### src/rtl/lbps_pkg.sv
package lbps_pkg;

  // clock and tick base
  localparam int CLK_MHZ          = 200;
  localparam int TICK_US          = 500;
  localparam int TICK_CYCLES      = TICK_US * CLK_MHZ;
  localparam int TICK_W           = 17;
  localparam int TMR_W            = 8;

  // timing figures in their own units, then in ticks
  localparam int UV_QUAL_MS       = 50;
  localparam int UV_QUAL_TICKS    = UV_QUAL_MS * 1000 / TICK_US;
  localparam int RESET_STEP_MS    = 2;
  localparam int RESET_STEP_TICKS = RESET_STEP_MS * 1000 / TICK_US;
  localparam int SRC_DELAY_MAX_MS = 70;
  localparam int TICKS_PER_MS     = 1000 / TICK_US;

  // register byte offsets
  localparam logic [4:0] OFS_CTRL   = 5'h00;
  localparam logic [4:0] OFS_SOFT   = 5'h04;
  localparam logic [4:0] OFS_DELAY  = 5'h08;
  localparam logic [4:0] OFS_GATE   = 5'h0C;
  localparam logic [4:0] OFS_STATUS = 5'h10;

  // field positions
  localparam int CTRL_IO_LSB    = 0;
  localparam int CTRL_LDO_BIT   = 2;
  localparam int CTRL_RSEL_BIT  = 3;
  localparam int SOFT_LOGIC_LSB = 0;
  localparam int SOFT_BIAS_LSB  = 4;
  localparam int DLY_SRC_LSB    = 0;
  localparam int DLY_RST_LSB    = 8;
  localparam int GATE_HOT_LSB   = 0;
  localparam int GATE_COLD_LSB  = 4;

  // io voltage select codes
  localparam logic [1:0] IO_SEL_1V7 = 2'h0;
  localparam logic [1:0] IO_SEL_1V8 = 2'h1;
  localparam logic [1:0] IO_SEL_2V5 = 2'h2;

  localparam int NRAILS = 5;

  typedef struct packed {
    logic gate;
    logic source;
    logic io2;
    logic io1;
    logic core;
  } lbps_rails_t;

  typedef struct packed {
    logic [1:0] io_voltage_select;
    logic       ldo_select;
    logic       reset_threshold_select;
    logic [2:0] logic_rail_softstart_time;
    logic [2:0] bias_rail_softstart_time;
    logic [6:0] source_boost_start_delay;
    logic [2:0] reset_pulse_duration;
    logic [3:0] gate_high_hot_target;
    logic [3:0] gate_high_cold_target;
  } lbps_cfg_t;

  localparam lbps_cfg_t CFG_RESET = '{
    io_voltage_select:         IO_SEL_1V7,
    ldo_select:                1'b0,
    reset_threshold_select:    1'b0,
    logic_rail_softstart_time: 3'h0,
    bias_rail_softstart_time:  3'h0,
    source_boost_start_delay:  7'h00,
    reset_pulse_duration:      3'h0,
    gate_high_hot_target:      4'h0,
    gate_high_cold_target:     4'h0
  };

  typedef enum logic [4:0] {
    ST_OFF   = 5'b00001,
    ST_LOGIC = 5'b00010,
    ST_SRC   = 5'b00100,
    ST_GATE  = 5'b01000,
    ST_FAULT = 5'b10000
  } lbps_state_t;

endpackage : lbps_pkg

### src/rtl/lbps_sequencer.sv
`timescale 1ns/1ps
// What this block does
// - io1 rail starts with core and ldo
// - outside fault, lockout drops io1 and turns on discharge
// - ldo only when io1 is 2.5 V
// - logic soft-start setting shared, 0.5-4 ms
// - gate rail waits for source rail ramp
// - bias soft-start setting shared, 4-7.5 ms
// - gate rail off on enable low, latched
// - gate cold and hot targets separately programmable
// - below 70 percent over 50 ms faults
// - below 30 percent faults at once
// - faults cleared only by power-on reset, not by lockout
// - reset held 2-16 ms after core ramp
// - released reset stays high until power-down or fault
// - select lockout or detect for reset reassert
// - reset pin is open-drain pulldown
// - source rail starts after programmable 0-70 ms delay
// - source rail off on enable low, latched
// - io1 selectable 1.7, 1.8, 2.5 V
module lbps_sequencer
  import lbps_pkg::*;
#(
  parameter int TICK_CYC = TICK_CYCLES     // cycles per 0.5 ms tick
) (
  input  wire logic              clk,              // 200 MHz clock
  input  wire logic              rst,              // supply power-on reset
  input  wire logic [4:0]        avs_address,      // byte address
  input  wire logic              avs_read,         // read request
  input  wire logic              avs_write,        // write request
  input  wire logic [31:0]       avs_writedata,    // write data
  input  wire logic [3:0]        avs_byteenable,   // write byte lanes
  output logic [31:0]            avs_readdata,     // read data
  output logic                   avs_waitrequest,  // stall
  input  wire logic              enable_pin,       // host enable pin
  input  wire logic              supply_ok,        // supply above lockout
  input  wire logic              above_detect,     // supply above detect threshold
  input  wire logic [NRAILS-1:0] ramp_done,        // per rail ramp complete
  input  wire logic [NRAILS-1:0] below70,          // per rail under 70 percent
  input  wire logic [NRAILS-1:0] below30,          // per rail under 30 percent
  input  wire logic              reset_line_in,    // reset pin level
  output logic                   reset_line_out,   // reset pin drive value
  output logic                   reset_line_oe,    // reset pin pulldown on
  output lbps_rails_t            rail_en,          // per rail enables
  output logic                   io1_discharge,    // io1 active discharge
  output logic                   chip_shutdown,    // global fault shutdown
  output lbps_cfg_t              cfg               // settings to analog
);

  // pin synchronisers: enable, supply ok, detect, reset line
  logic [3:0] sync1_q;
  logic [3:0] sync2_q;

  always_ff @(posedge clk or posedge rst) begin
    if (rst) begin
      sync1_q <= 4'h0;
      sync2_q <= 4'h0;
    end else begin
      sync1_q <= {reset_line_in, above_detect, supply_ok, enable_pin};
      sync2_q <= sync1_q;
    end
  end

  logic en_s;
  logic sup_s;
  logic det_s;
  logic line_s;
  assign en_s   = sync2_q[0];
  assign sup_s  = sync2_q[1];
  assign det_s  = sync2_q[2];
  assign line_s = sync2_q[3];

  // 0.5 ms tick divider
  logic [TICK_W-1:0] div_q;
  logic [TICK_W-1:0] div_d;
  logic              tick_q;
  logic              tick_d;

  always_comb begin
    tick_d = 1'b0;
    div_d  = div_q + 1'b1;
    if (div_q == TICK_W'(TICK_CYC - 1)) begin
      div_d  = '0;
      tick_d = 1'b1;
    end
  end

  always_ff @(posedge clk or posedge rst) begin
    if (rst) begin
      div_q  <= '0;
      tick_q <= 1'b0;
    end else begin
      div_q  <= div_d;
      tick_q <= tick_d;
    end
  end

  function automatic logic [31:0] lane_merge(input logic [31:0] old_v,
                                             input logic [31:0] new_v,
                                             input logic [3:0]  be);
    logic [31:0] m;
    m = {{8{be[3]}}, {8{be[2]}}, {8{be[1]}}, {8{be[0]}}};
    return (old_v & ~m) | (new_v & m);
  endfunction : lane_merge

  function automatic logic [6:0] clamp_delay(input logic [6:0] v);
    return (v > 7'(SRC_DELAY_MAX_MS)) ? 7'(SRC_DELAY_MAX_MS) : v;
  endfunction : clamp_delay

  // register images as bus words
  lbps_cfg_t   cfg_q;
  lbps_cfg_t   cfg_d;
  logic [31:0] w_ctrl;
  logic [31:0] w_soft;
  logic [31:0] w_dly;
  logic [31:0] w_gate;
  logic [31:0] w_stat;

  lbps_state_t state_q;
  lbps_state_t state_d;
  lbps_rails_t rails_q;
  lbps_rails_t rails_d;
  logic [NRAILS-1:0] up_q;
  logic [NRAILS-1:0] up_d;
  logic        uv_fault_q;
  logic        uv_fault_d;
  logic        sc_fault_q;
  logic        sc_fault_d;
  logic        src_off_q;
  logic        src_off_d;
  logic        gate_off_q;
  logic        gate_off_d;
  logic        released_q;
  logic        released_d;
  logic        oe_q;
  logic        oe_d;
  logic        dis_q;
  logic        dis_d;
  logic        shut_q;
  logic        shut_d;

  always_comb begin
    w_ctrl = '0;
    w_ctrl[CTRL_IO_LSB +: 2]  = cfg_q.io_voltage_select;
    w_ctrl[CTRL_LDO_BIT]      = cfg_q.ldo_select;
    w_ctrl[CTRL_RSEL_BIT]     = cfg_q.reset_threshold_select;
    w_soft = '0;
    w_soft[SOFT_LOGIC_LSB +: 3] = cfg_q.logic_rail_softstart_time;
    w_soft[SOFT_BIAS_LSB +: 3]  = cfg_q.bias_rail_softstart_time;
    w_dly = '0;
    w_dly[DLY_SRC_LSB +: 7] = cfg_q.source_boost_start_delay;
    w_dly[DLY_RST_LSB +: 3] = cfg_q.reset_pulse_duration;
    w_gate = '0;
    w_gate[GATE_HOT_LSB +: 4]  = cfg_q.gate_high_hot_target;
    w_gate[GATE_COLD_LSB +: 4] = cfg_q.gate_high_cold_target;
    w_stat = {14'h0, sup_s, en_s, line_s, released_q, gate_off_q, src_off_q,
              sc_fault_q, uv_fault_q, rails_q, state_q};
  end

  // avalon slave: one wait cycle, then answer
  logic        wait_q;
  logic        wait_d;
  logic [31:0] rdata_q;
  logic [31:0] rdata_d;
  logic        wr_go;
  logic [31:0] wv;

  assign wr_go = avs_write && !wait_q;

  always_comb begin
    wait_d  = 1'b1;
    rdata_d = rdata_q;
    cfg_d   = cfg_q;
    wv      = '0;
    if ((avs_read || avs_write) && wait_q) begin
      wait_d = 1'b0;
    end
    if (avs_read && wait_q) begin
      case (avs_address)
        OFS_CTRL:   rdata_d = w_ctrl;
        OFS_SOFT:   rdata_d = w_soft;
        OFS_DELAY:  rdata_d = w_dly;
        OFS_GATE:   rdata_d = w_gate;
        OFS_STATUS: rdata_d = w_stat;
        default:    rdata_d = '0;
      endcase
    end
    if (wr_go) begin
      case (avs_address)
        OFS_CTRL: begin
          wv = lane_merge(w_ctrl, avs_writedata, avs_byteenable);
          cfg_d.io_voltage_select      = wv[CTRL_IO_LSB +: 2];
          cfg_d.ldo_select             = wv[CTRL_LDO_BIT];
          cfg_d.reset_threshold_select = wv[CTRL_RSEL_BIT];
        end
        OFS_SOFT: begin
          wv = lane_merge(w_soft, avs_writedata, avs_byteenable);
          cfg_d.logic_rail_softstart_time = wv[SOFT_LOGIC_LSB +: 3];
          cfg_d.bias_rail_softstart_time  = wv[SOFT_BIAS_LSB +: 3];
        end
        OFS_DELAY: begin
          wv = lane_merge(w_dly, avs_writedata, avs_byteenable);
          cfg_d.source_boost_start_delay = clamp_delay(wv[DLY_SRC_LSB +: 7]);
          cfg_d.reset_pulse_duration     = wv[DLY_RST_LSB +: 3];
        end
        OFS_GATE: begin
          wv = lane_merge(w_gate, avs_writedata, avs_byteenable);
          cfg_d.gate_high_hot_target  = wv[GATE_HOT_LSB +: 4];
          cfg_d.gate_high_cold_target = wv[GATE_COLD_LSB +: 4];
        end
        default: wv = '0;
      endcase
    end
  end

  always_ff @(posedge clk or posedge rst) begin
    if (rst) begin
      wait_q  <= 1'b1;
      rdata_q <= '0;
      cfg_q   <= CFG_RESET;
    end else begin
      wait_q  <= wait_d;
      rdata_q <= rdata_d;
      cfg_q   <= cfg_d;
    end
  end

  // timers: reset pulse, source start delay, per rail undervoltage
  logic [TMR_W-1:0]  rst_limit;
  logic [TMR_W-1:0]  src_limit;
  logic              rst_run;
  logic              src_run;
  logic              rst_exp;
  logic              src_exp;
  logic [NRAILS-1:0] uv_run;
  logic [NRAILS-1:0] uv_exp;

  assign rst_limit = TMR_W'((cfg_q.reset_pulse_duration + 4'h1) * RESET_STEP_TICKS);
  assign src_limit = TMR_W'(cfg_q.source_boost_start_delay * TICKS_PER_MS);
  assign rst_run   = (state_q != ST_OFF) && (state_q != ST_FAULT) && up_q[0];
  assign src_run   = (state_q == ST_LOGIC) && en_s && released_q;

  lbps_tick_timer u_rst_tmr (
    .clk     (clk),
    .rst     (rst),
    .tick    (tick_q),
    .run     (rst_run),
    .limit   (rst_limit),
    .expired (rst_exp)
  );

  lbps_tick_timer u_src_tmr (
    .clk     (clk),
    .rst     (rst),
    .tick    (tick_q),
    .run     (src_run),
    .limit   (src_limit),
    .expired (src_exp)
  );

  genvar gi;
  generate
    for (gi = 0; gi < NRAILS; gi++) begin : g_uv
      assign uv_run[gi] = rails_q[gi] && up_q[gi] && below70[gi];
      lbps_tick_timer u_uv_tmr (
        .clk     (clk),
        .rst     (rst),
        .tick    (tick_q),
        .run     (uv_run[gi]),
        .limit   (TMR_W'(UV_QUAL_TICKS)),
        .expired (uv_exp[gi])
      );
    end
  endgenerate

  // sequencer
  logic sc_now;
  logic pd_thresh;
  assign sc_now    = |(rails_q & up_q & below30);
  assign pd_thresh = cfg_q.reset_threshold_select ? !det_s : !sup_s;

  always_comb begin
    state_d    = state_q;
    up_d       = up_q | (rails_q & ramp_done);
    uv_fault_d = uv_fault_q | (|uv_exp);
    sc_fault_d = sc_fault_q | sc_now;
    src_off_d  = src_off_q;
    gate_off_d = gate_off_q;
    released_d = released_q;
    case (state_q)
      ST_OFF: begin
        up_d = '0;
        if (sup_s) begin
          state_d = ST_LOGIC;
        end
      end
      ST_LOGIC: begin
        if (src_exp && !src_off_q) begin
          state_d = ST_SRC;
        end
      end
      ST_SRC: begin
        if (!en_s) begin
          src_off_d = 1'b1;
        end
        if (up_q[3]) begin
          state_d = ST_GATE;
        end
      end
      ST_GATE: begin
        if (!en_s) begin
          src_off_d  = 1'b1;
          gate_off_d = 1'b1;
        end
      end
      ST_FAULT: state_d = ST_FAULT;
      default:  state_d = ST_OFF;
    endcase
    if (state_q != ST_FAULT && !sup_s) begin
      state_d = ST_OFF;
    end
    if (uv_fault_d || sc_fault_d) begin
      state_d = ST_FAULT;
    end
    if (rst_exp) begin
      released_d = 1'b1;
    end
    if (pd_thresh || state_q == ST_FAULT) begin
      released_d = 1'b0;
    end
    rails_d        = '0;
    rails_d.core   = (state_d != ST_OFF) && (state_d != ST_FAULT);
    rails_d.io1    = rails_d.core;
    rails_d.io2    = rails_d.core && (cfg_q.io_voltage_select == IO_SEL_2V5);
    rails_d.source = ((state_d == ST_SRC) || (state_d == ST_GATE))
                     && !src_off_d && en_s;
    rails_d.gate   = (state_d == ST_GATE) && !gate_off_d && en_s;
    dis_d          = (state_d == ST_OFF);
    shut_d         = (state_d == ST_FAULT);
    oe_d           = !released_d;
  end

  always_ff @(posedge clk or posedge rst) begin
    if (rst) begin
      state_q    <= ST_OFF;
      up_q       <= '0;
      uv_fault_q <= 1'b0;
      sc_fault_q <= 1'b0;
      src_off_q  <= 1'b0;
      gate_off_q <= 1'b0;
      released_q <= 1'b0;
      rails_q    <= '0;
      dis_q      <= 1'b1;
      shut_q     <= 1'b0;
      oe_q       <= 1'b1;
    end else begin
      state_q    <= state_d;
      up_q       <= up_d;
      uv_fault_q <= uv_fault_d;
      sc_fault_q <= sc_fault_d;
      src_off_q  <= src_off_d;
      gate_off_q <= gate_off_d;
      released_q <= released_d;
      rails_q    <= rails_d;
      dis_q      <= dis_d;
      shut_q     <= shut_d;
      oe_q       <= oe_d;
    end
  end

  // pin drives low only; pullup is external
  assign reset_line_out  = 1'b0;
  assign reset_line_oe   = oe_q;
  assign rail_en         = rails_q;
  assign io1_discharge   = dis_q;
  assign chip_shutdown   = shut_q;
  assign cfg             = cfg_q;
  assign avs_readdata    = rdata_q;
  assign avs_waitrequest = wait_q;

endmodule : lbps_sequencer

### src/rtl/lbps_tick_timer.sv
`timescale 1ns/1ps
module lbps_tick_timer
  import lbps_pkg::*;
(
  input  wire logic             clk,     // system clock
  input  wire logic             rst,     // async reset, active high
  input  wire logic             tick,    // base tick enable
  input  wire logic             run,     // count while high, clear when low
  input  wire logic [TMR_W-1:0] limit,   // ticks to expiry
  output logic                  expired  // level, high once limit reached
);

  logic [TMR_W-1:0] cnt_q;
  logic [TMR_W-1:0] cnt_d;
  logic             exp_q;
  logic             exp_d;

  always_comb begin
    cnt_d = cnt_q;
    exp_d = exp_q;
    if (!run) begin
      cnt_d = '0;
      exp_d = 1'b0;
    end else if (cnt_q >= limit) begin
      exp_d = 1'b1;
    end else if (tick) begin
      cnt_d = cnt_q + 1'b1;
    end
  end

  always_ff @(posedge clk or posedge rst) begin
    if (rst) begin
      cnt_q <= '0;
      exp_q <= 1'b0;
    end else begin
      cnt_q <= cnt_d;
      exp_q <= exp_d;
    end
  end

  assign expired = exp_q;

endmodule : lbps_tick_timer

### config.mk
export PLATFORM = sky130hd
export DESIGN_NAME = lbps_sequencer
export DESIGN_NICKNAME = d
export VERILOG_FILES = /design/src/rtl/lbps_pkg.sv /design/src/rtl/lbps_sequencer.sv /design/src/rtl/lbps_tick_timer.sv
export SDC_FILE = /design/constraint.sdc
export NUM_CORES = 1
export LEC_CHECK = 0
export ABC_AREA = 1
export BUFFER_PORTS_ARGS = -buffer_cell sky130_fd_sc_hd__buf_4
export CAP_MARGIN = 0
export CORE_ASPECT_RATIO = 0.75
export CORE_MARGIN = 4
export CORE_UTILIZATION = 47
export CTS_CLUSTER_DIAMETER = 120
export CTS_CLUSTER_SIZE = 40
export DETAILED_ROUTE_END_ITERATION = 10
export PLACE_DENSITY_LB_ADDON = 0.08
export SLEW_MARGIN = 40
export SYNTH_ARGS = -nofsm -noshare
export SYNTH_HDL_FRONTEND = slang
export SYNTH_SLANG_ARGS = --single-unit
### constraint.sdc
create_clock -name clk -period 7.42 [get_ports clk]
set_clock_uncertainty 0.2 [all_clocks]
set_input_delay 1.113 -clock clk [delete_from_list [all_inputs] [get_ports clk]]
set_output_delay 1.113 -clock clk [all_outputs]
set_load 0.01 [all_outputs]
==> Word level (Yosys, flattened, before mapping) <==
Cells that the tools add are included.
{ "word_totals": {"register_bits": 172, "latchBits": 0, "ramBits": 0, "rom_bits": 0, "in_bits": 64, "n_memories": 0} }
{ "classes": {"add_sub_neg": 9, "n_mul": 0, "n_div": 0, "n_lt_le_gt_ge": 8, "eq_ne": 40, "shift": 0, "muxes": 54, "n_bitwise": 16, "n_reduce_logical": 51} }
{ "op_table": {"columns": ["op", "n"], "rows": [
  ["two-way mux 8 bit", 21],
  ["case mux 18 bit (5 select lines)", 1],
  ["adder 8 x 1 -> 8 bit (second input constant)", 7],
  ["!= test 2 bit (second input constant)", 21],
  [">= comparator 8 x 7 -> 1 bit (second input constant)", 5],
  ["two-way mux 5 bit", 6],
  ["logical AND 1 bit", 25],
  ["case mux 5 bit (5 select lines)", 1],
  ["two-way mux 1 bit", 23],
  ["AND 11 bit", 2],
  ["AND reduction 2 bit", 11],
  ["equality test 5 x 4 -> 1 bit (second input constant)", 4],
  ["adder 17 x 1 -> 17 bit (second input constant)", 1],
  ["equality test 17 bit (second input constant)", 1],
  ["two-way mux 17 bit", 1],
  ["AND 5 bit", 3],
  ["equality test 5 x 3 -> 1 bit (second input constant)", 3],
  ["equality test 5 bit (second input constant)", 3],
  ["inverter 11 bit", 1],
  ["bitwise OR 11 bit", 1],
  ["equality test 5 x 1 -> 1 bit (second input constant)", 2],
  ["!= test 5 x 1 -> 1 bit (second input constant)", 2],
  ["!= test 5 bit (second input constant)", 2],
  ["OR reduction 5 bit", 2],
  ["19 further kinds", 29]
]} }

==> Longest topological paths before layout <==
{ "logic_depth": {"ltp_word": 10, "mapped_depth": 11, "depth_no_buf": 11} }

==> By module <==
A second synthesis with hierarchy kept.
{ "unflattened": {"hier_cells": 1315, "hier_area_um2": 10102.2} }
{ "modules_own_cells": {"columns": ["mod", "n_inst", "cells_each", "area_each_um2", "seq_area_each_um2"], "rows": [
  ["lbps_tick_timer", 7, 114, 808.3, 225.2],
  ["lbps_sequencer", 1, 517, 4444.3, 2382.3]
]} }

==> Least setup slack after synthesis <==
OpenSTA, ideal clock, no wires.
{ "synth_path": {"kind": "in2reg", "startpoint": "in avs_address[1]", "endpoint": "reg (tool-made name)", "setup_time_ns": 0.127, "arrival_ns": 1.914, "t_required_ns": 7.093, "path_slack_ns": 5.180, "path_stages": 6, "n_path_buf": 0, "cell_sequence": "nor2_2 nand3_1 nor2_1 nand2_1 nand2_1 o21ai_0"} }
{ "synth_lines": {"columns": ["element", "line_no", "rtl"], "rows": [
  ["start: declaration", "lbps_sequencer.sv:28", "input wire logic [4:0] avs_address,"]
]} }

==> Worst setup path in the final report <==
{ "layout_path": {"startpoint": "in avs_address[1]", "endpoint": "reg cfg_q (netlist bit cfg[15])"} }
{ "layout_between": {"elab_chain_len": 2} }
{ "layout_rtl": {"columns": ["element", "line_no", "rtl"], "rows": [
  ["equality test 5 x 4 -> 1 bit", "lbps_sequencer.sv:189", "case (avs_address)"],
  ["AND reduction 2 bit (no source line)", null, null],
  ["end signal: assignment", "lbps_sequencer.sv:224", "cfg_q <= cfg_d;"],
  ["end: declaration", "lbps_sequencer.sv:111", "lbps_cfg_t cfg_q;"]
]} }
Every way passes these cells.
A chain may end at the register's enable or synchronous reset.

==> run metrics <==
setup violators final 0; setup TNS 0 ns; Post-Place Setup Slack 4.24 ns; clock latency on the worst-skew pair 0.43 ns; hold buffers post-CTS 0; yosys warns 0; Routability Congestion around 0.86; Max Clock Freq 360 MHz; maximum VDD drop 113 µV; Critical Path Max Stage Delay 0.55 ns; Die Ht ~120 µm; share of the synthesized area in the top cell type 48.3%; worst path bufs/invs 2; core outline area 0.0163 mm²; crit path kind input pin to flop; vias post-DR 6,417; P_leak 4.84 nW; CP top delay family simple AND/OR/NAND/NOR gates; CTS tree yes; Layout Nets 1,156; die area 0.0192 mm²; ranking of synthesized cells by area dfrtp_1 (48%), nand2_1 (10%), inv_1 (6.3%), o21ai_0 (5.3%), nand3_1 (4.3%); root buf cell clkbuf_16; max-cap violations 0; crit-path cells buf_4 -> nor2_2 -> nand4_1 -> nor2_2 -> inv_1 -> nor2_2 -> nand2_1 -> o21ai_0; clock buffer count from CTS 17; Async SR Flop Fraction 100%; Post-Syn Instances 961; Startpoint Class input pin; Mean Syn Cell Area 8.31 µm²; final total power between 2 and 2.5 mW; Post-DP HPWL 13.6 mm; row count 40; actual slew at the worst max-slew pin 0.757 ns; pin count of the biggest net entering global routing 85; clock buffer depth 2; min-delay worst type flop to flop; antenna violations before repair 0; min Tclk post-route 2.78 ns; drt wl/cell 14.4 µm; clock-pin slew on the worst setup and hold paths 0.06 ns; drt initial violations about 350; CTS HTree Levels 4; library cells used by synthesis 47; PwrDens ~210 mW/mm²; # fillers 1,513; Final Slew Violations 0; first-pass GRT wire length roughly 30 mm; Ports 134; final antenna diode count 0; Port Buf Inserts 95; Slowest cell on crit path nor2_2; Placed Cells 1,257; WP data required ~7.6 ns; EDFF count, synth 0; Yosys top cell by area dfrtp_1; CTS resizes 0; Mapped Area 0.00799 mm²; layout cells sized above 1 between 10% and 20%; CP most frequent cell nor2_2; outcome completed; total routed wirelength 18.5 mm; Initial Util between 40% and 50%; Final period util 37.5%; vias in the first global route 6,060; Post-Layout Cell Count 1,289; Hold Fails Final Rpt 0; DRC violations left 0; postcts setup bufs 0; CP max FO 11; Vias/cell 4.98; Worst EP arrival 2.93 ns; Die Span X 159 µm; hold slack approximately 0.15 ns; Seq cells post-synth 158; Area Overhead vs Synth 19.6%; sequential share of the synthesized area 49.6%; Main synth FF type dfrtp_1; worst setup margin approximately 4.6 ns; gr usage total 20.3%; DRT Pass-1 Iters 7; crit end category flop; Routed Antenna Nets 0; Rel. slew slack about half; RSZ-0062 raised after global routing no; GRT overflow 0; TritonCTS Sinks 158
-- layout make-up --
type                    count  area (µm²)  area share, %
clock buffers              18         429           4.49
inverters                 142         541           5.66
repair buffers             96         724           7.59
flip-flops and latches    158        3960           41.5
well taps                 210         263           2.75
multi-input cells         651        3390           35.5
clock inverters            14         245           2.57
-- worst reg2reg max path, stage by stage (launching register included) --
cell     delay (ns)
dfrtp_1        0.42
ha_1           0.29
inv_1          0.04
ha_1           0.27
inv_1          0.06
nor2_1         0.03
o21ai_0        0.14
nand3_1        0.14
nor2_2         0.38
nor2_4         0.11
nand2_1        0.09
nand2_1        0.05
-- synthesized netlist by cell type (12+ instances only) --
| cell | instances |
|---|---|
| nand3_1 | 68 |
| nand4_1 | 20 |
| o21ai_0 | 85 |
| xor2_1 | 25 |
| nor2_1 | 82 |
| nand2_1 | 219 |
| a21oi_1 | 26 |
| ha_1 | 26 |
| inv_1 | 134 |
| buf_4 | 16 |
| dfrtp_1 | 154 |
| nor3_1 | 12 |
-- per-stage QoR --
| step | area (µm²) | util, % |
|---|---|---|
| 5_1_grt | 9550 | 58.5 |
| 3_5_place_dp | 8870 | 54.4 |
| 2_1_floorplan | 8040 | - |
| 3_3_place_gp | 8870 | 54.3 |
| 4_1_cts | 9550 | 58.5 |
| 6_report | 9550 | 58.5 |
-- cell families (layout without fill, tap and decap cells) --
logic type | Yosys count | after routing | synth area share (%)
and+or+nand+nor | 441 | 441 | 25.1
AOI/OAI and AO/OA | 142 | 142 | 9.57
buffers and inverters | 166 | 270 | 8.66
other | 1 | 15 | 0.0470
adders and majority gates | 26 | 26 | 4.07
xor gates and xnor gates | 27 | 27 | 2.96
DFF | 158 | 158 | 49.6
-- placed cells by master, fill, tap and decap left out, drive strengths merged, types with 2 or more instances in the layout --
cell type	count
clkinv	8
ha	26
nand3b	5
o21ai	95
bufinv	7
nor3	13
clkbuf	18
nor2	96
or2	7
o22ai	3
nand2	221
xor2	25
xnor2	2
dfrtp	154
a21oi	26
conb	15
nor4	4
inv	141
a22oi	2
o211ai	3
dfstp	4
nand3	73
buf	96
nand4	20
o31ai	8
-- final timing paths --
path / end / depth (start not counted) / start / slack (ns)
worst max-delay path: cfg[15]$_DFFE_PP0P_ / 8 / avs_address[1] / 4.64
worst min-delay path: sync2_q[3]$_DFF_PP0_ / 0 / sync1_q[3]$_DFF_PP0_ / 0.15
worst max register to register: u_rst_tmr.cnt_q[2]$_DFFE_PP0P_ / 11 / flop / 5.08
worst min register to register: sync2_q[3]$_DFF_PP0_ / 0 / sync1_q[3]$_DFF_PP0_ / 0.15
max in group asynchronous: g_uv[3].u_uv_tmr.cnt_q[4]$_DFFE_PP0P_ / 3 / rst / 5.38
min in group asynchronous: div_q[8]$_DFF_PP0_ / 2 / rst / 0.55
-- where the power goes --
part	internal, mW	leakage [nW]	switching (mW)
sequential	0.883	2.09	0.0178
clock	0.660	0.337	0.345
combinational	0.0558	2.42	0.0836
-- routing by layer --
metal / up-vias / part of all wire (%) / routed length, µm / GRT usage [%]
met5: - / 0 / 0 / 0
met4: 0 / 1.5 / 272 / 6.13
met3: 24 / 4.6 / 852 / 4.35
met2: 136 / 41 / 7660 / 28.1
met1: 2968 / 53 / 9760 / 31.6
li1: 3289 / - / - / -
(Power assumes the default switching activity.)
